===== config.mk =====
export PLATFORM = sky130hd
export DESIGN_NAME = gwr_write_regs
export DESIGN_NICKNAME = d
export VERILOG_FILES = /design/src/pkg/gwr_pkg.sv /design/src/rtl/gwr_ifc_timer.sv /design/src/rtl/gwr_trig_sel.sv /design/src/rtl/gwr_write_regs.sv
export VERILOG_INCLUDE_DIRS = /design/src /design/src/pkg
export SDC_FILE = /design/constraint.sdc
export NUM_CORES = 1
export LEC_CHECK = 0
export BUFFER_PORTS_ARGS = -buffer_cell sky130_fd_sc_hd__buf_2
export CAP_MARGIN = 20
export CORE_ASPECT_RATIO = 0.75
export CORE_MARGIN = 2
export CORE_UTILIZATION = 46
export DETAILED_ROUTE_END_ITERATION = 8
export PLACE_DENSITY_LB_ADDON = 0.25
export SYNTH_ARGS = -nofsm -noshare
export SYNTH_HDL_FRONTEND = slang
export SYNTH_SLANG_ARGS = --single-unit

===== constraint.sdc =====
create_clock -name clk -period 2 [get_ports clk]
set_clock_uncertainty 0.1 [all_clocks]
set_input_delay 0.4 -clock clk [delete_from_list [all_inputs] [get_ports clk]]
set_output_delay 0.4 -clock clk [all_outputs]
set_load 0.01 [all_outputs]

===== src/pkg/gwr_regs.svh =====
// Purpose: Offsets, field positions and timing counts of the bus interface write registers
// Assumes: 10 MHz core clock
// Notes:   Offsets are register numbers on the host write port
`ifndef GWR_REGS_SVH
`define GWR_REGS_SVH
`define GWR_OFF_RESET      5'h00
`define GWR_OFF_IRQ_EN     5'h03
`define GWR_OFF_HOLDOFF    5'h04
`define GWR_OFF_MASK_HI    5'h11
`define GWR_OFF_MASK_LO    5'h13
`define GWR_OFF_AUX        5'h17
`define GWR_OFF_ADDR       5'h19
`define GWR_OFF_SPOLL      5'h1b
`define GWR_OFF_PPOLL      5'h1d
`define GWR_OFF_DOUT       5'h1f
`define GWR_IRQ_EN_BIT     7
`define GWR_AUX_SET_BIT    7
`define GWR_AUX_FN_MSB     4
`define GWR_MASK_HI_W      6
`define GWR_FN_GET_PULSE   5'h05
`define GWR_FN_GET_LEVEL   5'h06
`define GWR_FN_IFC         5'h0f
`define GWR_FN_REN         5'h10
`define GWR_FN_IRQ_ALL     5'h13
`define GWR_FN_CHIP_RESET  5'h00
`define GWR_CLK_KHZ        10000
`define GWR_IFC_HOLD_US    101
`define GWR_IFC_CYCLES     ((`GWR_IFC_HOLD_US * `GWR_CLK_KHZ + 999) / 1000)
`define GWR_IFC_CNT_W      11
`endif


===== src/pkg/gwr_pkg.sv =====
// Purpose: Types of the bus interface write register block
// Assumes: Nothing
// Notes:   Constants live in gwr_regs.svh
package gwr_pkg;
   typedef enum logic [1:0] {
      GWR_IFC_IDLE,
      GWR_IFC_HOLD,
      GWR_IFC_DONE
   } gwr_ifc_st_t;
endpackage


===== src/rtl/gwr_ifc_timer.sv =====
// Purpose: Holds interface clear asserted for a minimum time
// Assumes: One-cycle start and stop requests
// Notes:   Stop is honoured only after the minimum time has run
`include "gwr_regs.svh"
`timescale 1ns/100ps
`default_nettype none
module gwr_ifc_timer (
   input  wire logic clk,
   input  wire logic rst_n,
   input  wire logic start,
   input  wire logic stop,
   input  wire logic abort,
   output logic      ifc_out
);
   typedef struct packed {
      gwr_pkg::gwr_ifc_st_t            st;
      logic [`GWR_IFC_CNT_W-1:0]       cnt;
      logic                            stop_pend;
   } gwr_tmr_t;
   gwr_tmr_t s_q;
   gwr_tmr_t s_d;

   always_comb begin
      s_d = s_q;
      case (s_q.st)
         gwr_pkg::GWR_IFC_IDLE: begin
            if (start) begin
               s_d.st = gwr_pkg::GWR_IFC_HOLD;
               s_d.cnt = `GWR_IFC_CNT_W'(`GWR_IFC_CYCLES);
               s_d.stop_pend = 1'b0;
            end
         end
         gwr_pkg::GWR_IFC_HOLD: begin
            if (stop) begin
               s_d.stop_pend = 1'b1;
            end
            if (s_q.cnt <= `GWR_IFC_CNT_W'(1)) begin
               s_d.st = gwr_pkg::GWR_IFC_DONE;
            end else begin
               s_d.cnt = s_q.cnt - `GWR_IFC_CNT_W'(1);
            end
         end
         gwr_pkg::GWR_IFC_DONE: begin
            if (stop || s_q.stop_pend) begin
               s_d.st = gwr_pkg::GWR_IFC_IDLE;
               s_d.stop_pend = 1'b0;
            end
         end
         default: s_d.st = gwr_pkg::GWR_IFC_IDLE;
      endcase
      if (abort) begin
         s_d = '0;
         s_d.st = gwr_pkg::GWR_IFC_IDLE;
      end
   end

   always_ff @(posedge clk) begin
      if (!rst_n) begin
         s_q <= '0;
      end else begin
         s_q <= s_d;
      end
   end

   assign ifc_out = (s_q.st != gwr_pkg::GWR_IFC_IDLE);
endmodule // gwr_ifc_timer
`default_nettype wire


===== src/rtl/gwr_trig_sel.sv =====
// Purpose: Picks which bus devices a trigger reaches
// Assumes: Listen map is one bit per primary address
// Notes:   Registered output, one cycle after the request
`timescale 1ns/100ps
`default_nettype none
module gwr_trig_sel (
   input  wire logic        clk,
   input  wire logic        rst_n,
   input  wire logic        trig_req,
   input  wire logic        trig_addressed,
   input  wire logic [4:0]  trig_addr,
   input  wire logic [30:0] listen_map,
   output logic      [30:0] trig_out
);
   typedef struct packed {
      logic [30:0] hit;
   } gwr_trg_t;
   gwr_trg_t s_q;
   gwr_trg_t s_d;

   always_comb begin
      s_d.hit = '0;
      if (trig_req) begin
         if (trig_addressed) begin
            if (trig_addr != 5'h1f) begin
               s_d.hit[trig_addr] = 1'b1;
            end
         end else begin
            s_d.hit = listen_map;
         end
      end
   end

   always_ff @(posedge clk) begin
      if (!rst_n) begin
         s_q <= '0;
      end else begin
         s_q <= s_d;
      end
   end

   assign trig_out = s_q.hit;
endmodule // gwr_trig_sel
`default_nettype wire


===== src/rtl/gwr_write_regs.sv =====
// Purpose: Write-side register file of the bus interface controller
// Assumes: Host write strobe synchronous to clk, register number and data valid with it
// Notes:   All registers are write only; state is shown on plain output ports
`include "gwr_regs.svh"
`timescale 1ns/100ps
`default_nettype none
// Overview of operation
// - Write-only registers at numbers 0,3,4,17,19,23,25,27,29,31.
// - Any write to register 0 resets the whole bus interface.
// - Byte access writes eight bits; word access writes a full word to register 31, register 4 tests all 16 bits for zero, other registers keep eight bits.
// - Interrupt enable bit 7 and the clear form of function 19 together enable interface interrupts globally.
// - Any write to holdoff release frees the NDAC holdoff.
// - Nonzero release accepts last secondary address; zero rejects it.
// - Upper mask bits 5..0: byte, ready, end, SPAS, remote/local, address change.
// - Lower mask bits 7..0: trigger, handshake, unknown group, secondary, clear, address, SRQ, IFC.
// - A set mask bit lets its condition interrupt; clear bit suppresses it.
// - Auxiliary bit 7 picks set form when one, clear form when zero.
// - Auxiliary bits 4..0 pick the function; bits 6 and 5 ignored.
// - Plain trigger hits all listeners; addressed trigger hits one device.
// - Set form of function 15 holds interface clear over 100 microseconds.
module gwr_write_regs (
   input  wire logic        clk,
   input  wire logic        rst_n,
   input  wire logic        sys_ctrl,
   input  wire logic        wr_stb,
   input  wire logic        wr_word,
   input  wire logic [4:0]  wr_reg,
   input  wire logic [15:0] wr_data,
   input  wire logic [7:0]  cond_lo,
   input  wire logic [5:0]  cond_hi,
   input  wire logic [30:0] listen_map,
   input  wire logic        trig_req,
   input  wire logic        trig_addressed,
   input  wire logic [4:0]  trig_addr,
   output logic             if_reset,
   output logic             irq_out,
   output logic             ndac_release,
   output logic             sec_accept,
   output logic             sec_reject,
   output logic             ifc_out,
   output logic             ren_out,
   output logic             get_out,
   output logic             aux_stb,
   output logic             aux_set,
   output logic [4:0]       aux_fn,
   output logic [7:0]       bus_address,
   output logic [7:0]       serial_poll_reply,
   output logic [7:0]       parallel_poll_config,
   output logic [15:0]      data_output,
   output logic             dout_stb,
   output logic [30:0]      trig_out
);
   typedef struct packed {
      logic                        rst_p;
      logic                        irq_en;
      logic                        irq_all;
      logic [`GWR_MASK_HI_W-1:0]   mask_hi;
      logic [7:0]                  mask_lo;
      logic                        irq;
      logic                        rel;
      logic                        acc;
      logic                        rej;
      logic                        ren;
      logic                        get_lvl;
      logic                        get_pls;
      logic                        a_stb;
      logic                        a_set;
      logic [4:0]                  a_fn;
      logic [7:0]                  addr;
      logic [7:0]                  spoll;
      logic [7:0]                  ppoll;
      logic [15:0]                 dout;
      logic                        d_stb;
      logic                        get_o;
   } gwr_st_t;
   gwr_st_t s_q;
   gwr_st_t s_d;

   logic wr_ok;
   logic ifc_start;
   logic ifc_stop;
   logic ifc_q;

   function automatic logic is_hit(input logic [4:0] r, input logic [4:0] off);
      is_hit = (r == off);
   endfunction

   assign wr_ok = wr_stb && sys_ctrl;

   always_comb begin
      s_d = s_q;
      s_d.rst_p = 1'b0;
      s_d.rel = 1'b0;
      s_d.acc = 1'b0;
      s_d.rej = 1'b0;
      s_d.a_stb = 1'b0;
      s_d.get_pls = 1'b0;
      s_d.d_stb = 1'b0;
      ifc_start = 1'b0;
      ifc_stop = 1'b0;
      if (wr_ok) begin
         if (is_hit(wr_reg, `GWR_OFF_RESET)) begin
            s_d.rst_p = 1'b1;
         end
         if (is_hit(wr_reg, `GWR_OFF_IRQ_EN)) begin
            s_d.irq_en = wr_data[`GWR_IRQ_EN_BIT];
         end
         if (is_hit(wr_reg, `GWR_OFF_HOLDOFF)) begin
            s_d.rel = 1'b1;
            s_d.acc = (wr_word ? wr_data : {8'h00, wr_data[7:0]}) != 16'h0000;
            s_d.rej = (wr_word ? wr_data : {8'h00, wr_data[7:0]}) == 16'h0000;
         end
         if (is_hit(wr_reg, `GWR_OFF_MASK_HI)) begin
            // upper mask, bits 7 and 6 dropped
            s_d.mask_hi = wr_data[`GWR_MASK_HI_W-1:0];
         end
         if (is_hit(wr_reg, `GWR_OFF_MASK_LO)) begin
            s_d.mask_lo = wr_data[7:0];
         end
         if (is_hit(wr_reg, `GWR_OFF_AUX)) begin
            s_d.a_set = wr_data[`GWR_AUX_SET_BIT];
            // function select, bits 6 and 5 ignored
            s_d.a_fn = wr_data[`GWR_AUX_FN_MSB:0];
            s_d.a_stb = 1'b1;
            case (wr_data[`GWR_AUX_FN_MSB:0])
               `GWR_FN_IFC: begin
                  ifc_start = wr_data[`GWR_AUX_SET_BIT];
                  ifc_stop = !wr_data[`GWR_AUX_SET_BIT];
               end
               `GWR_FN_REN: s_d.ren = wr_data[`GWR_AUX_SET_BIT];
               `GWR_FN_GET_PULSE: begin
                  if (wr_data[`GWR_AUX_SET_BIT]) begin
                     s_d.get_pls = !s_q.get_lvl;
                     s_d.get_lvl = 1'b0;
                  end
               end
               `GWR_FN_GET_LEVEL: begin
                  if (wr_data[`GWR_AUX_SET_BIT]) begin
                     s_d.get_lvl = 1'b1;
                  end
               end
               `GWR_FN_IRQ_ALL: s_d.irq_all = !wr_data[`GWR_AUX_SET_BIT];
               default: begin
               end
            endcase
         end
         if (is_hit(wr_reg, `GWR_OFF_ADDR)) begin
            s_d.addr = wr_data[7:0];
         end
         if (is_hit(wr_reg, `GWR_OFF_SPOLL)) begin
            s_d.spoll = wr_data[7:0];
         end
         if (is_hit(wr_reg, `GWR_OFF_PPOLL)) begin
            s_d.ppoll = wr_data[7:0];
         end
         if (is_hit(wr_reg, `GWR_OFF_DOUT)) begin
            s_d.dout = wr_word ? wr_data : {8'h00, wr_data[7:0]};
            s_d.d_stb = 1'b1;
         end
      end
      s_d.irq = s_q.irq_en && s_q.irq_all &&
                (|(cond_lo & s_q.mask_lo) || |(cond_hi & s_q.mask_hi));
      s_d.get_o = s_d.get_lvl || s_d.get_pls;
      if (s_q.rst_p) begin
         s_d = '0;
         s_d.irq_all = 1'b1;
      end
   end

   always_ff @(posedge clk) begin
      if (!rst_n) begin
         s_q <= '0;
         s_q.irq_all <= 1'b1;
      end else begin
         s_q <= s_d;
      end
   end

   always_ff @(posedge clk) begin
      if (!rst_n) begin
         ifc_out <= 1'b0;
      end else begin
         ifc_out <= ifc_q;
      end
   end

   gwr_ifc_timer u_ifc (
      .clk     (clk),
      .rst_n   (rst_n),
      .start   (ifc_start),
      .stop    (ifc_stop),
      .abort   (s_q.rst_p),
      .ifc_out (ifc_q)
   );

   gwr_trig_sel u_trig (
      .clk            (clk),
      .rst_n          (rst_n),
      .trig_req       (trig_req || s_q.get_pls),
      .trig_addressed (trig_addressed && !s_q.get_pls),
      .trig_addr      (trig_addr),
      .listen_map     (listen_map),
      .trig_out       (trig_out)
   );

   assign if_reset             = s_q.rst_p;
   assign irq_out              = s_q.irq;
   assign ndac_release         = s_q.rel;
   assign sec_accept           = s_q.acc;
   assign sec_reject           = s_q.rej;
   assign ren_out              = s_q.ren;
   assign get_out              = s_q.get_o;
   assign aux_stb              = s_q.a_stb;
   assign aux_set              = s_q.a_set;
   assign aux_fn               = s_q.a_fn;
   assign bus_address          = s_q.addr;
   assign serial_poll_reply    = s_q.spoll;
   assign parallel_poll_config = s_q.ppoll;
   assign data_output          = s_q.dout;
   assign dout_stb             = s_q.d_stb;
endmodule // gwr_write_regs
`default_nettype wire


==> results of run 1 <==
final timing paths:
| check | from | endpoint | slack (ns) | cells after the start |
|---|---|---|---|---|
| worst max-delay path | u_ifc.s_q[3]$_SDFFE_PP0P_ | u_ifc.s_q[7]$_SDFFE_PP0P_ | 0.06 | 4 |
| worst min-delay path | listen_map[28] | u_trig.trig_out[28]$_SDFF_PN0_ | 0.14 | 3 |
| worst min register to register | data_output[14]$_SDFFE_PP0P_ | data_output[14]$_SDFFE_PP0P_ | 0.35 | 2 |
| worst max register to register | u_ifc.s_q[3]$_SDFFE_PP0P_ | u_ifc.s_q[7]$_SDFFE_PP0P_ | 0.06 | 4 |
registers in the layout, summed over array words and instances, names as in the netlist, 5 cells and up:
signal	count
parallel_poll_config	8
u_ifc.s_q	14
aux_fn	5
s_q	18
data_output	16
bus_address	8
u_trig.trig_out	31
serial_poll_reply	8
metal layers:
metal,up-vias,global-route usage,share of wire
met5,-,0,0
met4,0,0.0833,0.013
met3,13,0.0544,0.052
met2,123,0.342,0.45
met1,2075,0.296,0.48
li1,2207,-,-
area by class of cell:
class	count	area (um2)
fillers	931	4280
flip-flops and latches	119	2380
multi-input cells	352	2230
repair buffers	199	1080
clock buffers	21	450
clock inverters	11	195
well taps	140	175
inverters	8	30.0
placed cells by master (no fill, tap or decap), drive strengths merged, types with 5 or more instances in the layout:
| cell | n |
|---|---|
| buf | 198 |
| dfxtp | 119 |
| nor2 | 89 |
| mux2i | 45 |
| nand2 | 39 |
| a22oi | 33 |
| a21oi | 22 |
| clkbuf | 22 |
| nand3 | 15 |
| inv | 10 |
| o21ai | 9 |
| or3 | 8 |
| or4 | 8 |
| nor3 | 8 |
| nor4 | 8 |
| a31oi | 7 |
| nor3b | 6 |
| bufinv | 5 |
| nand2b | 5 |
report_power, final:
group | total, mW | internal (mW) | switching (mW)
clock network | 3.32 | 2.25 | 1.07
registers | 2.40 | 2.40 | 0.00716
logic | 0.351 | 0.146 | 0.205
timing repair:
| item | 4_1_cts | 5_1_grt |
|---|---|---|
| gates resized for setup | 1 | 7 |
| gates cloned | 0 | 0 |
| pin swaps | 0 | 1 |
| setup endpoints to repair | 1 | 5 |
| hold buffers | 0 | 0 |
kinds of logic after synthesis:
kind of cell | synth area share
XOR/XNOR | 0.00346
flip-flops | 0.471
adder cells (fa/ha/maj) | 0.00494
buffers and inverters | 0.0979
AO/OA/AOI/OAI | 0.123
AND/OR/NAND/NOR | 0.211
multiplexers | 0.0890
per-stage QoR:
| step | area, um2 | setup slack [ns] | power [mW] | TNS [ns] | utilization |
|---|---|---|---|---|---|
| 3_5_place_dp | 5850 | -0.00754 | 2.80 | -0.00754 | 0.541 |
| 2_1_floorplan | 5060 | 0.0470 | 2.62 | 0 | - |
| 3_3_place_gp | 5850 | 0.0544 | 2.79 | 0 | 0.541 |
| 6_report | 6540 | 0.0553 | 6.07 | 0 | 0.605 |
| 5_1_grt | 6540 | -0.0165 | 6.25 | -0.0186 | 0.605 |
| 4_1_cts | 6500 | 0.0343 | 6.11 | 0 | 0.601 |
worst reg2reg max path: stages (launching register included):
cell,delay (ns)
dfxtp_1,0.31
or4b_4,0.57
or4_4,0.42
or3_1,0.32
a31oi_1,0.15
==> metrics.yaml, run 1 <==
status: "finished clean"
p_leak_nw: 3.00
syn_inst: 556
setup_viol: 0
stdcell_count: 850
yosysTopAreaCellShare: 0.471
crit_slowest_cell: "or4b_4"
cp.required_ns: 2.23
routedWlPerCell_um: 15.7
synth_area_leaders: "dfxtp_1, mux2i_1, buf_4"
hold_viol_final: 0
synthTopCellsByCount: "dfxtp_1, nor2_1, buf_4, mux2i_1, nand2_1"
maxCapViolCount: 0
diodes: 0
cts-root-buf: "clkbuf_16"
fp.dieH_um: 94.9
dp_hpwl_mm: 9.74
synth_nets: 636
avgSynthCellArea_um2: 9.10
coreArea_mm2: 0.0108
worst_pin_slew_ns: 0.947
io_pins: 165
crit_chain: "or4b_4 > or4_4 > or3_1 > a31oi_1"
port_buffers: 164
yosysSeqAreaShare: 0.471
grt_usage: 0.219
rows: 33
dieArea_mm2: 0.0119
hold_path_class: "input port to register"
place_congestion: 0.823
vias_per_cell: 5.20
yosysWarnings: 0
grt_max_degree: 33
crit_buf_inv: 0
drt_iter0_drc: 339
tritoncts: "yes"
numCtsBuffers: 17
cp_top_family: "simple AND/OR/NAND/NOR gates"
path_max_fanout: 5
async_flop_share: 0
p_per_area_mw_per_mm2: 928
grt_setup_unrepaired: "yes"
ir_drop_mv: 0.701
grt_pass1_vias: 4121
yosys.area.top_type: "dfxtp_1"
clock_path_buffers: 2
grt_overflow_total: 0
path_clk_slew_ns: 0.06
clock-sinks: 119
syn_area_mm2: 0.00506
grt_antenna_before_repair: 0
drive_gt1_frac: 0.352
die_x_um: 125
htreeDepth: 4
worstSetupPathType: "register to register"
postCtsSetupRepairBufs: 0
cpPeakStageDelay_ns: 0.57
synth-edff-count: 0
start_util: 0.468
holdWs_ns: 0.143
dr.pass1.iters: 5
areaGrowthSynthToFinish_pct: 29.2
synthFlopType: "dfxtp_1"
relSlewSlack: 0.367
final_max_slew_viol_count: 0
final_nets: 777
yosys.cell_count.top_type: "dfxtp_1"
max_clock_freq_mhz: 514
drt_wl_total_mm: 13.3
critPathCaptureType: "register"
vias: 4418
synth-seq-cells: 119
start_kind: "register"
numPlacedInstances: 816
clock_latency_ns: 0.41
fin_crit_ns: 1.94
synth_cell_types: 53
drc: 0
drtAntennaViolNets: 0
crit_arrival_ns: 2.17
grt_pass1_wl_mm: 20.7
period_share: 0.972
No activity file was read; power rests on OpenSTA's default activity.
==> run 2: changes to the inputs <==
Settings changed: REMOVE_ABC_BUFFERS set to 1.
==> metrics.yaml, run 2 (synthesis results as in run 1) <==
die_x_um: 125  # unchanged
drtAntennaViolNets: 0  # unchanged
max_clock_freq_mhz: 520  # +1.2%
postCtsHoldBufs: 0  # unchanged
place_congestion: 0.889  # +8.1%
p_sw_mw: 1.33  # +3.7%
numCtsBuffers: 17  # unchanged
final_nets: 775  # -0.26%
io_pins: 165  # unchanged
mostFrequentLayoutCells: "buf_2, dfxtp_1, nor2_1"
relSlewSlack: 0.537  # +0.170
vias: 4494  # +1.7%
holdWs_ns: 0.151  # +0.00723 ns
dr.pass1.iters: 5  # unchanged
fp.dieH_um: 94.9  # unchanged
p_int_mw: 4.51  # -6.0%
grt_pass1_vias: 4235  # +2.8%
final_util: 0.600  # -0.00509
grt_setup_unrepaired: "yes"
final_max_slew_viol_count: 0  # unchanged
clock-sinks: 119  # unchanged
period_share: 0.961  # -0.0112
clock_path_buffers: 2  # unchanged
drc: 0  # unchanged
largest_register_ffs: 31  # unchanged
critPathCaptureType: "register"
drt_iter0_drc: 253  # -25%
fin_area_mm2: 0.00649  # -0.84%
clock_latency_ns: 0.40  # about the same
routedWlPerCell_um: 15.5  # -1.0%
worst_pin_slew_ns: 0.694  # -0.254 ns
cp.required_ns: 2.24  # about the same
clkPwrFrac: 0.528  # -0.019
coreArea_mm2: 0.0108  # unchanged
crit_arrival_ns: 2.16  # about the same
dp_hpwl_mm: 9.57  # -1.8%
tritoncts: "yes"
grt_pass1_wl_mm: 20.3  # -1.9%
start_util: 0.468  # unchanged
start_kind: "register"
layout.cells.most_common: "buf_2"
setup_viol: 0  # unchanged
numPlacedInstances: 815  # -0.12%
hold_path_class: "input port to register"
ir_drop_mv: 0.885  # +26%
diodes: 0  # unchanged
port_buffers: 164  # unchanged
maxCapViolCount: 0  # unchanged
path_clk_slew_ns: 0.06  # about the same
stdcell_count: 848  # -0.24%
p_leak_nw: 2.97  # -1.3%
seq_power_share: 0.412  # +0.016
grt_max_degree: 39  # +18%
vias_per_cell: 5.30  # +2.0%
cts-root-buf: "clkbuf_16"
htreeDepth: 4  # unchanged
path_max_fanout: 5  # unchanged
drive_gt1_frac: 0.355  # +0.00241
fin_crit_ns: 1.92  # -0.0225 ns
grt_antenna_before_repair: 0  # unchanged
grt_usage: 0.214  # -0.00537
drt_wl_total_mm: 13.1  # -1.3%
hold_viol_final: 0  # unchanged
p_per_area_mw_per_mm2: 899  # -3.1%
status: "finished clean"
combPwrFrac: 0.060  # +0.002
rows: 33  # unchanged
nFillCells: 961  # +3.2%
netSwitchingFraction: 0.228  # +0.0169
dpl_cell_area_mm2: 0.00584  # -0.21%
dieArea_mm2: 0.0119  # unchanged
grt_overflow_total: 0  # unchanged
worstSetupPathType: "register to register"
areaGrowthSynthToFinish_pct: 28.2
==> run 2: changes by cell type in the layout (fill, tap and decap cells not counted), sizes merged <==
cell	before	now
bufinv	5	3
clkbuf	22	19
clkinv	4	6
clkinvlp	0	3
buf	198	196
==> run 2: critical path, stage by stage, from the launching register on <==
cell and delay, ns:
dfxtp_1 0.31, or4b_4 0.56, or4_4 0.42, or3_1 0.31, a31oi_1 0.16
==> run 2: layout make-up <==
class	instances	area [um2]	share of cell area
clock buffer	18	429	0.0662
clock inverter	14	175	0.0270
inverter	8	30.0	0.00463
multi-input combinational	352	2230	0.343
sequential	119	2380	0.367
tap	140	175	0.0270
timing repair buffer	197	1070	0.164
==> run 2: timing repair <==
action / in CTS / in global routing
setup endpoints to repair: 1 / 15
buffers inserted: 0 / 0
pin swaps: 0 / 3
resized for setup: 2 / 9
==> run 2: per-layer routing <==
metal	track usage	share of wire
met4	0.0778	0.014
met5	0	0
met2	0.341	0.48
met3	0.0680	0.054
met1	0.276	0.46
==> run 2: power by group through the flow <==
stage | Clock, mW | Sequential [mW] | Combinational, mW
3_3_place_gp | 0 | 2.45 | 0.336
2_1_floorplan | 0 | 2.46 | 0.119
4_1_cts | 3.13 | 2.40 | 0.343
6_report | 3.08 | 2.40 | 0.350
3_5_place_dp | 0 | 2.45 | 0.342
5_1_grt | 3.23 | 2.40 | 0.377
==> run 2: per-stage QoR <==
step	setup WS (ns)	power, mW	setup TNS [ns]
2_1_floorplan	-0.435	2.58	-28.55
3_3_place_gp	0.0676	2.79	0
3_5_place_dp	0.0164	2.79	0
4_1_cts	0.0354	5.88	0
5_1_grt	-0.0112	6.01	-0.0112
6_report	0.0778	5.83	0
==> run 2: worst paths after layout <==
kind	from	end	slack, ns	depth (start not counted)
setup reg to reg	u_ifc.s_q[3]$_SDFFE_PP0P_	u_ifc.s_q[7]$_SDFFE_PP0P_	0.08	4
hold / removal	listen_map[16]	u_trig.trig_out[16]$_SDFF_PN0_	0.15	3
setup / recovery	u_ifc.s_q[3]$_SDFFE_PP0P_	u_ifc.s_q[7]$_SDFFE_PP0P_	0.08	4
hold reg to reg	data_output[10]$_SDFFE_PP0P_	data_output[10]$_SDFFE_PP0P_	0.35	2
